===== src/rtl/iin_consts.svh =====
// bit positions, reset values and fixed codes of the indication word
// assumes first byte in word bits 7:0, second byte in bits 15:8
`ifndef IIN_CONSTS_SVH
`define IIN_CONSTS_SVH

// ----------------------------------------
// first byte
// ----------------------------------------
`define IIN_B_BCAST 0
`define IIN_B_CLASS1 1
`define IIN_B_CLASS3 3
`define IIN_B_TSYNC 4
`define IIN_B_LOCAL 5
`define IIN_B_TROUBLE 6
`define IIN_B_RESTART 7

// ----------------------------------------
// second byte
// ----------------------------------------
`define IIN_B_BADFUNC 8
`define IIN_B_UNKOBJ 9
`define IIN_B_BADPARM 10
`define IIN_B_OVERFLOW 11
`define IIN_B_BUSY 12
`define IIN_B_BADCFG 13
`define IIN_B_RSVD_LO 14
`define IIN_B_RSVD_HI 15

// ----------------------------------------
// codes and reset values
// ----------------------------------------
`define IIN_ALL_STATIONS 16'hFFFF
`define IIN_RST_RESTART 1'h1
`define IIN_RST_TSYNC 1'h1
`define IIN_RST_WORD 16'h0090

`endif


===== src/rtl/iin_pkg.sv =====
// types shared by the indication word block
// assumes nothing beyond the constants header
package iin_pkg;

    typedef logic [15:0] iin_word_t;

    typedef logic [7:0] iin_byte_t;

    typedef enum logic [1:0] {
        IIN_PASS,
        IIN_FIRST,
        IIN_SECOND
    } iin_ins_state_t;

    // per-request error results
    typedef struct packed {
        logic multi_frame;
        logic bad_parm;
        logic unk_obj;
        logic bad_func;
    } iin_req_err_t;

endpackage


===== src/rtl/iin_req_if.sv =====
// request decode results passed from the top to the error evaluator
// assumes all signals on ref_clk
`timescale 1ns/1ns
`default_nettype none
interface iin_req_if;
    import iin_pkg::*;

    logic req_valid;
    logic func_ok;
    logic obj_known;
    logic params_ok;
    logic multi_frame;
    iin_req_err_t err;

    modport top (output req_valid, output func_ok, output obj_known, output params_ok,
                 output multi_frame, input err);
    modport eval (input req_valid, input func_ok, input obj_known, input params_ok,
                  input multi_frame, output err);
endinterface
`default_nettype wire


===== src/rtl/iin_err_eval.sv =====
// per-request error flags, recomputed on each new request
// assumes request fields are valid in the req_valid cycle
`timescale 1ns/1ns
`default_nettype none
module iin_err_eval
    import iin_pkg::*;
(
    // clock and reset
    input wire logic ref_clk,
    input wire logic rst_n,
    // request side
    iin_req_if.eval req
);

    iin_req_err_t err_reg;
    iin_req_err_t err_next;

    // a new request replaces the previous result entirely
    always_comb begin
        err_next = err_reg;
        if (req.req_valid) begin
            err_next.bad_func = ~req.func_ok;
            err_next.unk_obj = ~req.obj_known;
            err_next.bad_parm = ~req.params_ok;
            err_next.multi_frame = req.multi_frame;
        end
    end

    always_ff @(posedge ref_clk or negedge rst_n) begin
        if (!rst_n) begin
            err_reg <= '0;
        end else begin
            err_reg <= err_next;
        end
    end

    assign req.err = err_reg;

endmodule
`default_nettype wire


===== src/rtl/iin_inserter.sv =====
// puts the two indication bytes behind the function code of a response stream
// assumes the builder marks the function code byte and the last byte
`timescale 1ns/1ns
`default_nettype none
module iin_inserter
    import iin_pkg::*;
(
    // clock and reset
    input wire logic ref_clk,
    input wire logic rst_n,
    // word to insert
    input wire iin_word_t word,
    // stream from the response builder
    input wire logic in_valid,
    input wire iin_byte_t in_data,
    input wire logic in_fc,
    input wire logic in_last,
    output logic in_ready,
    // stream to the link
    output logic out_valid,
    output iin_byte_t out_data,
    output logic out_last,
    input wire logic out_ready,
    // last byte of a response has left
    output logic sent
);

    iin_ins_state_t state_reg, state_next;
    iin_word_t snap_reg, snap_next;
    logic ov_reg, ov_next;
    iin_byte_t od_reg, od_next;
    logic ol_reg, ol_next;
    logic rdy_reg, rdy_next;
    logic sent_reg, sent_next;
    logic fcl_reg, fcl_next;
    logic slot_free;
    logic take;

    // ready is registered, so at most one byte in two cycles is taken
    always_comb begin
        state_next = state_reg;
        snap_next = snap_reg;
        ov_next = ov_reg;
        od_next = od_reg;
        ol_next = ol_reg;
        fcl_next = fcl_reg;
        slot_free = !ov_reg || out_ready;
        take = in_valid && rdy_reg;
        sent_next = ov_reg && out_ready && ol_reg;
        if (ov_reg && out_ready) begin
            ov_next = 1'b0;
        end
        unique case (state_reg)
            IIN_PASS: begin
                if (take) begin
                    ov_next = 1'b1;
                    od_next = in_data;
                    ol_next = in_last;
                    if (in_fc) begin
                        // the word always follows, so an end mark moves to its second byte
                        ol_next = 1'b0;
                        fcl_next = in_last;
                        snap_next = word;
                        state_next = IIN_FIRST;
                    end
                end
            end
            IIN_FIRST: begin
                if (slot_free) begin
                    ov_next = 1'b1;
                    od_next = snap_reg[7:0];
                    ol_next = 1'b0;
                    state_next = IIN_SECOND;
                end
            end
            IIN_SECOND: begin
                if (slot_free) begin
                    ov_next = 1'b1;
                    od_next = snap_reg[15:8];
                    ol_next = fcl_reg;
                    state_next = IIN_PASS;
                end
            end
        endcase
        rdy_next = (state_next == IIN_PASS) && !ov_next;
    end

    always_ff @(posedge ref_clk or negedge rst_n) begin
        if (!rst_n) begin
            state_reg <= IIN_PASS;
            snap_reg <= '0;
            ov_reg <= 1'b0;
            od_reg <= '0;
            ol_reg <= 1'b0;
            rdy_reg <= 1'b0;
            sent_reg <= 1'b0;
            fcl_reg <= 1'b0;
        end else begin
            state_reg <= state_next;
            snap_reg <= snap_next;
            ov_reg <= ov_next;
            od_reg <= od_next;
            ol_reg <= ol_next;
            rdy_reg <= rdy_next;
            sent_reg <= sent_next;
            fcl_reg <= fcl_next;
        end
    end

    assign in_ready = rdy_reg;
    assign out_valid = ov_reg;
    assign out_data = od_reg;
    assign out_last = ol_reg;
    assign sent = sent_reg;

endmodule
`default_nettype wire


===== src/rtl/iin_word.sv =====
// internal indication word of a slave station: flags, events gate, response insertion
// assumes every input comes from logic on ref_clk; pulses last one cycle
`timescale 1ns/1ns
`default_nettype none
`include "iin_consts.svh"
module iin_word
    import iin_pkg::*;
(
    // clock and reset
    input wire logic ref_clk,
    input wire logic rst_n,
    // decoded request
    input wire logic req_valid,
    input wire logic [15:0] req_dest,
    input wire logic req_func_ok,
    input wire logic req_obj_known,
    input wire logic req_params_ok,
    input wire logic req_multi_frame,
    input wire logic req_time_write,
    input wire logic req_restart_clr,
    // device status
    input wire logic [2:0] class_pending,
    input wire logic xfer_fail,
    input wire logic buf_overflow,
    input wire logic cfg_invalid,
    input wire logic warm_boot,
    input wire logic time_lost,
    // event gate
    input wire logic event_in,
    output logic event_out,
    // response stream in
    input wire logic rsp_in_valid,
    input wire iin_byte_t rsp_in_data,
    input wire logic rsp_in_fc,
    input wire logic rsp_in_last,
    output logic rsp_in_ready,
    // response stream out
    output logic rsp_out_valid,
    output iin_byte_t rsp_out_data,
    output logic rsp_out_last,
    input wire logic rsp_out_ready,
    // status
    output iin_word_t iin_word_out,
    output logic cfg_use_defaults
);

    // ----------------------------------------
    // flag state
    // ----------------------------------------
    logic bcast_reg, bcast_next;
    logic tsync_reg, tsync_next;
    logic restart_reg, restart_next;
    logic ovf_reg, ovf_next;
    iin_word_t word_reg, word_next;
    logic ev_reg, ev_next;
    logic dflt_reg, dflt_next;
    logic rsp_sent;
    logic bcast_set;

    iin_req_if req_bus();

    assign req_bus.req_valid = req_valid;
    assign req_bus.func_ok = req_func_ok;
    assign req_bus.obj_known = req_obj_known;
    assign req_bus.params_ok = req_params_ok;
    assign req_bus.multi_frame = req_multi_frame;

    iin_err_eval u_err (
        .ref_clk(ref_clk),
        .rst_n(rst_n),
        .req(req_bus.eval)
    );

    // ----------------------------------------
    // word assembly
    // ----------------------------------------
    function automatic iin_word_t build_word(
        input logic bcast,
        input logic [2:0] cls,
        input logic tsync,
        input logic trouble,
        input logic restart,
        input iin_req_err_t err,
        input logic ovf,
        input logic badcfg
    );
        iin_word_t w;
        w = '0;
        w[`IIN_B_BCAST] = bcast;
        w[`IIN_B_CLASS3:`IIN_B_CLASS1] = cls;
        w[`IIN_B_TSYNC] = tsync;
        w[`IIN_B_LOCAL] = 1'b0;
        w[`IIN_B_TROUBLE] = trouble;
        w[`IIN_B_RESTART] = restart;
        w[`IIN_B_BADFUNC] = err.bad_func;
        w[`IIN_B_UNKOBJ] = err.unk_obj;
        w[`IIN_B_BADPARM] = err.bad_parm;
        w[`IIN_B_OVERFLOW] = ovf | err.multi_frame;
        w[`IIN_B_BUSY] = 1'b0;
        w[`IIN_B_BADCFG] = badcfg;
        w[`IIN_B_RSVD_HI:`IIN_B_RSVD_LO] = 2'h0;
        return w;
    endfunction

    // set always wins over clear on the same edge
    always_comb begin
        bcast_set = req_valid && (req_dest == `IIN_ALL_STATIONS);
        bcast_next = bcast_reg;
        if (rsp_sent) begin
            bcast_next = 1'b0;
        end
        if (bcast_set) begin
            bcast_next = 1'b1;
        end
        tsync_next = tsync_reg;
        if (req_valid && req_time_write) begin
            tsync_next = 1'b0;
        end
        if (time_lost || warm_boot) begin
            tsync_next = 1'b1;
        end
        restart_next = restart_reg;
        if (req_valid && req_restart_clr) begin
            restart_next = 1'b0;
        end
        if (warm_boot) begin
            restart_next = 1'b1;
        end
        // overflow holds until the last byte of a response has left, even one whose word was taken before the overflow
        ovf_next = ovf_reg;
        if (rsp_sent) begin
            ovf_next = 1'b0;
        end
        if (buf_overflow) begin
            ovf_next = 1'b1;
        end
        ev_next = event_in && !restart_reg;
        dflt_next = cfg_invalid;
        word_next = build_word(bcast_next, class_pending, tsync_next, xfer_fail,
                               restart_next, req_bus.err, ovf_next, cfg_invalid);
    end

    // cold boot is the reset itself, hence restart and time sync start set
    always_ff @(posedge ref_clk or negedge rst_n) begin
        if (!rst_n) begin
            bcast_reg <= 1'b0;
            tsync_reg <= `IIN_RST_TSYNC;
            restart_reg <= `IIN_RST_RESTART;
            ovf_reg <= 1'b0;
            word_reg <= `IIN_RST_WORD;
            ev_reg <= 1'b0;
            dflt_reg <= 1'b0;
        end else begin
            bcast_reg <= bcast_next;
            tsync_reg <= tsync_next;
            restart_reg <= restart_next;
            ovf_reg <= ovf_next;
            word_reg <= word_next;
            ev_reg <= ev_next;
            dflt_reg <= dflt_next;
        end
    end

    // ----------------------------------------
    // response insertion
    // ----------------------------------------
    iin_inserter u_ins (
        .ref_clk(ref_clk),
        .rst_n(rst_n),
        .word(word_reg),
        .in_valid(rsp_in_valid),
        .in_data(rsp_in_data),
        .in_fc(rsp_in_fc),
        .in_last(rsp_in_last),
        .in_ready(rsp_in_ready),
        .out_valid(rsp_out_valid),
        .out_data(rsp_out_data),
        .out_last(rsp_out_last),
        .out_ready(rsp_out_ready),
        .sent(rsp_sent)
    );

    assign iin_word_out = word_reg;
    assign event_out = ev_reg;
    assign cfg_use_defaults = dflt_reg;

    // ----------------------------------------
    // checks
    // ----------------------------------------
    property p_bcast_set;
        @(posedge ref_clk) disable iff (!rst_n)
        (req_valid && req_dest == `IIN_ALL_STATIONS) |=> iin_word_out[`IIN_B_BCAST];
    endproperty
    a_bcast_set: assert property (p_bcast_set) else $error("broadcast bit not set");

    property p_bcast_clr;
        @(posedge ref_clk) disable iff (!rst_n)
        (rsp_sent && !(req_valid && req_dest == `IIN_ALL_STATIONS)) |=> !iin_word_out[`IIN_B_BCAST];
    endproperty
    a_bcast_clr: assert property (p_bcast_clr) else $error("broadcast bit kept after response");

    property p_class;
        @(posedge ref_clk) disable iff (!rst_n)
        ##1 iin_word_out[`IIN_B_CLASS3:`IIN_B_CLASS1] == $past(class_pending);
    endproperty
    a_class: assert property (p_class) else $error("class pending bits wrong");

    property p_tsync_clr;
        @(posedge ref_clk) disable iff (!rst_n)
        (req_valid && req_time_write && !time_lost && !warm_boot) |=> !iin_word_out[`IIN_B_TSYNC];
    endproperty
    a_tsync_clr: assert property (p_tsync_clr) else $error("time sync bit not cleared");

    property p_zero_bits;
        @(posedge ref_clk) disable iff (!rst_n)
        !iin_word_out[`IIN_B_LOCAL] && !iin_word_out[`IIN_B_BUSY]
            && iin_word_out[`IIN_B_RSVD_HI:`IIN_B_RSVD_LO] == 2'h0;
    endproperty
    a_zero_bits: assert property (p_zero_bits) else $error("fixed zero bit set");

    property p_restart_hold;
        @(posedge ref_clk) disable iff (!rst_n)
        (iin_word_out[`IIN_B_RESTART] && !(req_valid && req_restart_clr)) |=> iin_word_out[`IIN_B_RESTART];
    endproperty
    a_restart_hold: assert property (p_restart_hold) else $error("restart cleared without master write");

    property p_event_gate;
        @(posedge ref_clk) disable iff (!rst_n)
        (event_in && iin_word_out[`IIN_B_RESTART]) |=> !event_out;
    endproperty
    a_event_gate: assert property (p_event_gate) else $error("event passed during restart");

    property p_req_err;
        @(posedge ref_clk) disable iff (!rst_n)
        req_valid |=> ##1 (iin_word_out[`IIN_B_BADFUNC] == !$past(req_func_ok, 2))
            && (iin_word_out[`IIN_B_UNKOBJ] == !$past(req_obj_known, 2))
            && (iin_word_out[`IIN_B_BADPARM] == !$past(req_params_ok, 2));
    endproperty
    a_req_err: assert property (p_req_err) else $error("request error bits wrong");

    property p_trouble_cfg;
        @(posedge ref_clk) disable iff (!rst_n)
        ##1 (iin_word_out[`IIN_B_TROUBLE] == $past(xfer_fail))
            && (iin_word_out[`IIN_B_BADCFG] == $past(cfg_invalid));
    endproperty
    a_trouble_cfg: assert property (p_trouble_cfg) else $error("trouble or config bit wrong");

    property p_ovf;
        @(posedge ref_clk) disable iff (!rst_n)
        buf_overflow |=> iin_word_out[`IIN_B_OVERFLOW];
    endproperty
    a_ovf: assert property (p_ovf) else $error("overflow bit not set");

    property p_restart_set;
        @(posedge ref_clk) disable iff (!rst_n)
        warm_boot |=> iin_word_out[`IIN_B_RESTART];
    endproperty
    a_restart_set: assert property (p_restart_set) else $error("restart bit not set on boot");

    property p_tsync_set;
        @(posedge ref_clk) disable iff (!rst_n)
        (time_lost || warm_boot) |=> iin_word_out[`IIN_B_TSYNC];
    endproperty
    a_tsync_set: assert property (p_tsync_set) else $error("time sync bit not set");

    property p_defaults;
        @(posedge ref_clk) disable iff (!rst_n)
        ##1 cfg_use_defaults == $past(cfg_invalid);
    endproperty
    a_defaults: assert property (p_defaults) else $error("defaults flag wrong");

    property p_insert;
        @(posedge ref_clk) disable iff (!rst_n)
        (rsp_in_valid && rsp_in_ready && rsp_in_fc) |=> rsp_out_valid && !rsp_out_last && !rsp_in_ready;
    endproperty
    a_insert: assert property (p_insert) else $error("function code byte ended the response");

    property p_event_pass;
        @(posedge ref_clk) disable iff (!rst_n)
        (event_in && !iin_word_out[`IIN_B_RESTART]) |=> event_out;
    endproperty
    a_event_pass: assert property (p_event_pass) else $error("event lost after restart cleared");

endmodule
`default_nettype wire

===== config.mk =====
export PLATFORM = sky130hd
export DESIGN_NAME = iin_word
export DESIGN_NICKNAME = d
export VERILOG_FILES = /design/src/rtl/iin_pkg.sv /design/src/rtl/iin_req_if.sv /design/src/rtl/iin_err_eval.sv /design/src/rtl/iin_inserter.sv /design/src/rtl/iin_word.sv
export VERILOG_INCLUDE_DIRS = /design/src /design/src/rtl
export SDC_FILE = /design/constraint.sdc
export NUM_CORES = 1
export LEC_CHECK = 0
export BUFFER_PORTS_ARGS = -buffer_cell sky130_fd_sc_hd__clkbuf_2
export CAP_MARGIN = 20
export CORE_MARGIN = 2
export CORE_UTILIZATION = 35
export CTS_CLUSTER_DIAMETER = 60
export DETAILED_ROUTE_END_ITERATION = 16
export SLEW_MARGIN = 20
export SYNTH_ARGS = -nofsm -noshare
export SYNTH_HDL_FRONTEND = slang
export SYNTH_SLANG_ARGS = --single-unit

===== constraint.sdc =====
create_clock -name ref_clk -period 4 [get_ports ref_clk]
set_clock_uncertainty 0.15 [all_clocks]
set_input_delay 0.4 -clock ref_clk [delete_from_list [all_inputs] [get_ports ref_clk]]
set_output_delay 0.4 -clock ref_clk [all_outputs]
set_load 0.03 [all_outputs]

==> qor.txt <==
status: completed
CTS Root Cell: clkbuf_8
Clk pin slew, worst setup/hold paths: 0.08 ns
WL met3: 327 µm
final setup TNS: 0 ns
Final ANT Viol Nets: 0
Synth top area share: 55.31%
synthesis-to-layout area growth: 24.82%
ANT cells: 0
hold_ws: 0.03123 ns
routed vias: 1380
Seq cells post-synth: 45
1st-iter DRT viols: 66
TritonRoute pass-1 iters: 4
Max IR drop VDD: 0.0002526 V
CP startpoint: u_ins.state_reg[0]
most frequent cell after synthesis: dfrtp_1
Crit path required time: 4.03 ns
number of post-CTS setup repair buffers: 0
vias in the first global route: 1361
r2r setup slk: 1.85 ns
Post-synth ARST share: 100.0%
Routability Congestion: 0.7961
Fillers: 536
Synth area leader: dfrtp_1
critical path fanouts, max: 13
final hold violation count: 0
vias per cell: 4.710
synth top area cells: dfrtp_1 (55%), mux2_2 (13%), buf_4 (3.5%)
kind of critical path: flip-flop to flip-flop
Die Span Y: 78.56 µm
post-cts gate resize count: 0
top sig layer: met4
pin count of the biggest net entering global routing: 46
Initial Util: 35.77%
prevailing post-synth register cell: dfrtp_1
port buffer count: 70
Worst Tran Pin Value: 0.7313 ns
first-pass GRT wire length: 6.327 mm
Die Area: 6172 µm²
met2 routed WL: 1.653 mm
Final HPWL DP: 2.843 mm
Rows: 27
worst flop-to-flop path endpoint: u_ins.snap_reg[4]
clk_lat worst skew: 0.30 ns
Total Wirelength: 3.824 mm
power per cell area: 715.3 nW/µm²
reg2reg path depth: 4
DRT met1 WL: 1.799 mm
initial antenna violation count: 0
drt wl/cell: 13.05 µm
Num Clock Sinks: 45
max-slew violations: 0
commonest cells in the netlist: dfrtp_1 (43), mux2_2 (23), inv_1 (12), buf_4 (9), nand3_1 (6)
Post-CTS Hold Fix Bufs: 0
WP data arrival: 2.18 ns
library cells used by synthesis: 35
Critical Path Sink Type: flip-flop
fmax: 0.4661 GHz
reported max-cap violation count: 0
Final setup violation count: 0
Post-Syn Area: 1946 µm²
GRT Resource Usage Total: 13.09%
total power draw: 1.737 mW
post-synthesis sequential area ratio: 58.01%
RSZ-0062 raised after global routing: no
reg2reg start: u_ins.state_reg[0]
Core Region: 5439 µm²
CTS tree: done
Final Cycle Share: 53.63%
leakage power: 1.194 nW
final period demand of the worst path: 2.145 ns
DRC: 0
clk buf depth: 2
width of the die: 78.56 µm
HP Class: input port to asynchronous set/reset pin
Critical Path Start Type: flip-flop
I/O pins: 75
Avg Cell Area, Syn: 12.72 µm²
Post-synth EDFFs: 0
fin util: 44.65%
remaining global-route overflow: 0
Synth Instances: 153
# nets final: 269
CTS HTree Levels: 2
CTS Buf Count: 5
synth warn: 0
layout cells sized above 1: 50.23%
relative slew slack: 51.10%
[where the power goes]
part           internal, mW  leakage (nW)  switching (mW)
logic                 0.307         0.599           0.401
registers             0.595         0.537          0.0800
clock network         0.203        0.0574           0.151
total                  1.10          1.19           0.633
[routing by layer]
layer | global-route usage [%] | up-vias
met2 | 20.26 | 60
li1 | - | 650
met5 | 0 | -
met4 | 2.982 | 0
met3 | 4.713 | 4
met1 | 17.60 | 666
[cells in the final DEF, fill, tap and decap left out, types with 2 or more instances in the layout]
cell type / netlist / layout
clkbuf_2: 0 / 70
dfrtp_1: 43 / 43
mux2_2: 23 / 23
inv_1: 12 / 12
nand3_1: 6 / 6
clkbuf_8: 0 / 6
a21oi_1: 5 / 5
nand2_1: 5 / 5
o21ai_0: 5 / 5
a22oi_1: 4 / 4
nor2_1: 4 / 4
conb_1: 1 / 4
nand4_1: 3 / 3
mux2i_1: 3 / 3
ha_1: 3 / 3
nand2b_1: 2 / 2
or2_2: 2 / 2
a21o_1: 2 / 2
dfstp_2: 2 / 2
[cells by family after synthesis]
logic type | count (synthesis) | share of synthesized area, %
flops | 45 | 58.01
simple gates | 30 | 9.068
buf+inv | 26 | 7.267
mux | 26 | 14.86
compound gates | 22 | 8.682
fa+ha+maj | 3 | 1.929
other cells | 1 | 0.1927
[how the worst max path moves through the flow]
stage	cells after the start	to	slack [ns]
2_1_floorplan	6	u_ins.out_data[0]	2.22
3_3_place_gp	4	u_ins.snap_reg[7]	1.95
3_5_place_dp	4	u_ins.fcl_reg	1.89
4_1_cts	4	u_ins.snap_reg[4]	1.86
5_1_grt	4	u_ins.snap_reg[4]	1.74
6_report	4	u_ins.snap_reg[4]	1.85
[final cells by class]
type	instances	area (µm²)	share of cell area [%]
Clock inverter	2	37.54	1.546
Sequential cell	45	1129	46.47
Multi-Input combinational cell	85	686.9	28.28
Clock buffer	6	82.58	3.400
Inverter	12	45.04	1.855
Tap cell	72	90.09	3.709
Timing Repair Buffer	71	357.8	14.73
[metrics by stage]
step	worst slack [ns]	cells	instance area, µm²
final	1.855	293	2429
after global routing	1.740	293	2429
after CTS	1.858	293	2429
after detailed placement	1.889	285	2308
after global placement	1.947	285	2308
after floorplan	2.221	156	1957
[worst max-delay path, stage by stage, from the launching register on]
cell and delay (ns):
dfrtp_1 0.42, inv_1 0.12, ha_1 0.22, nand4_1 0.60
mux2_2 0.51
(Power assumes the default switching activity.)
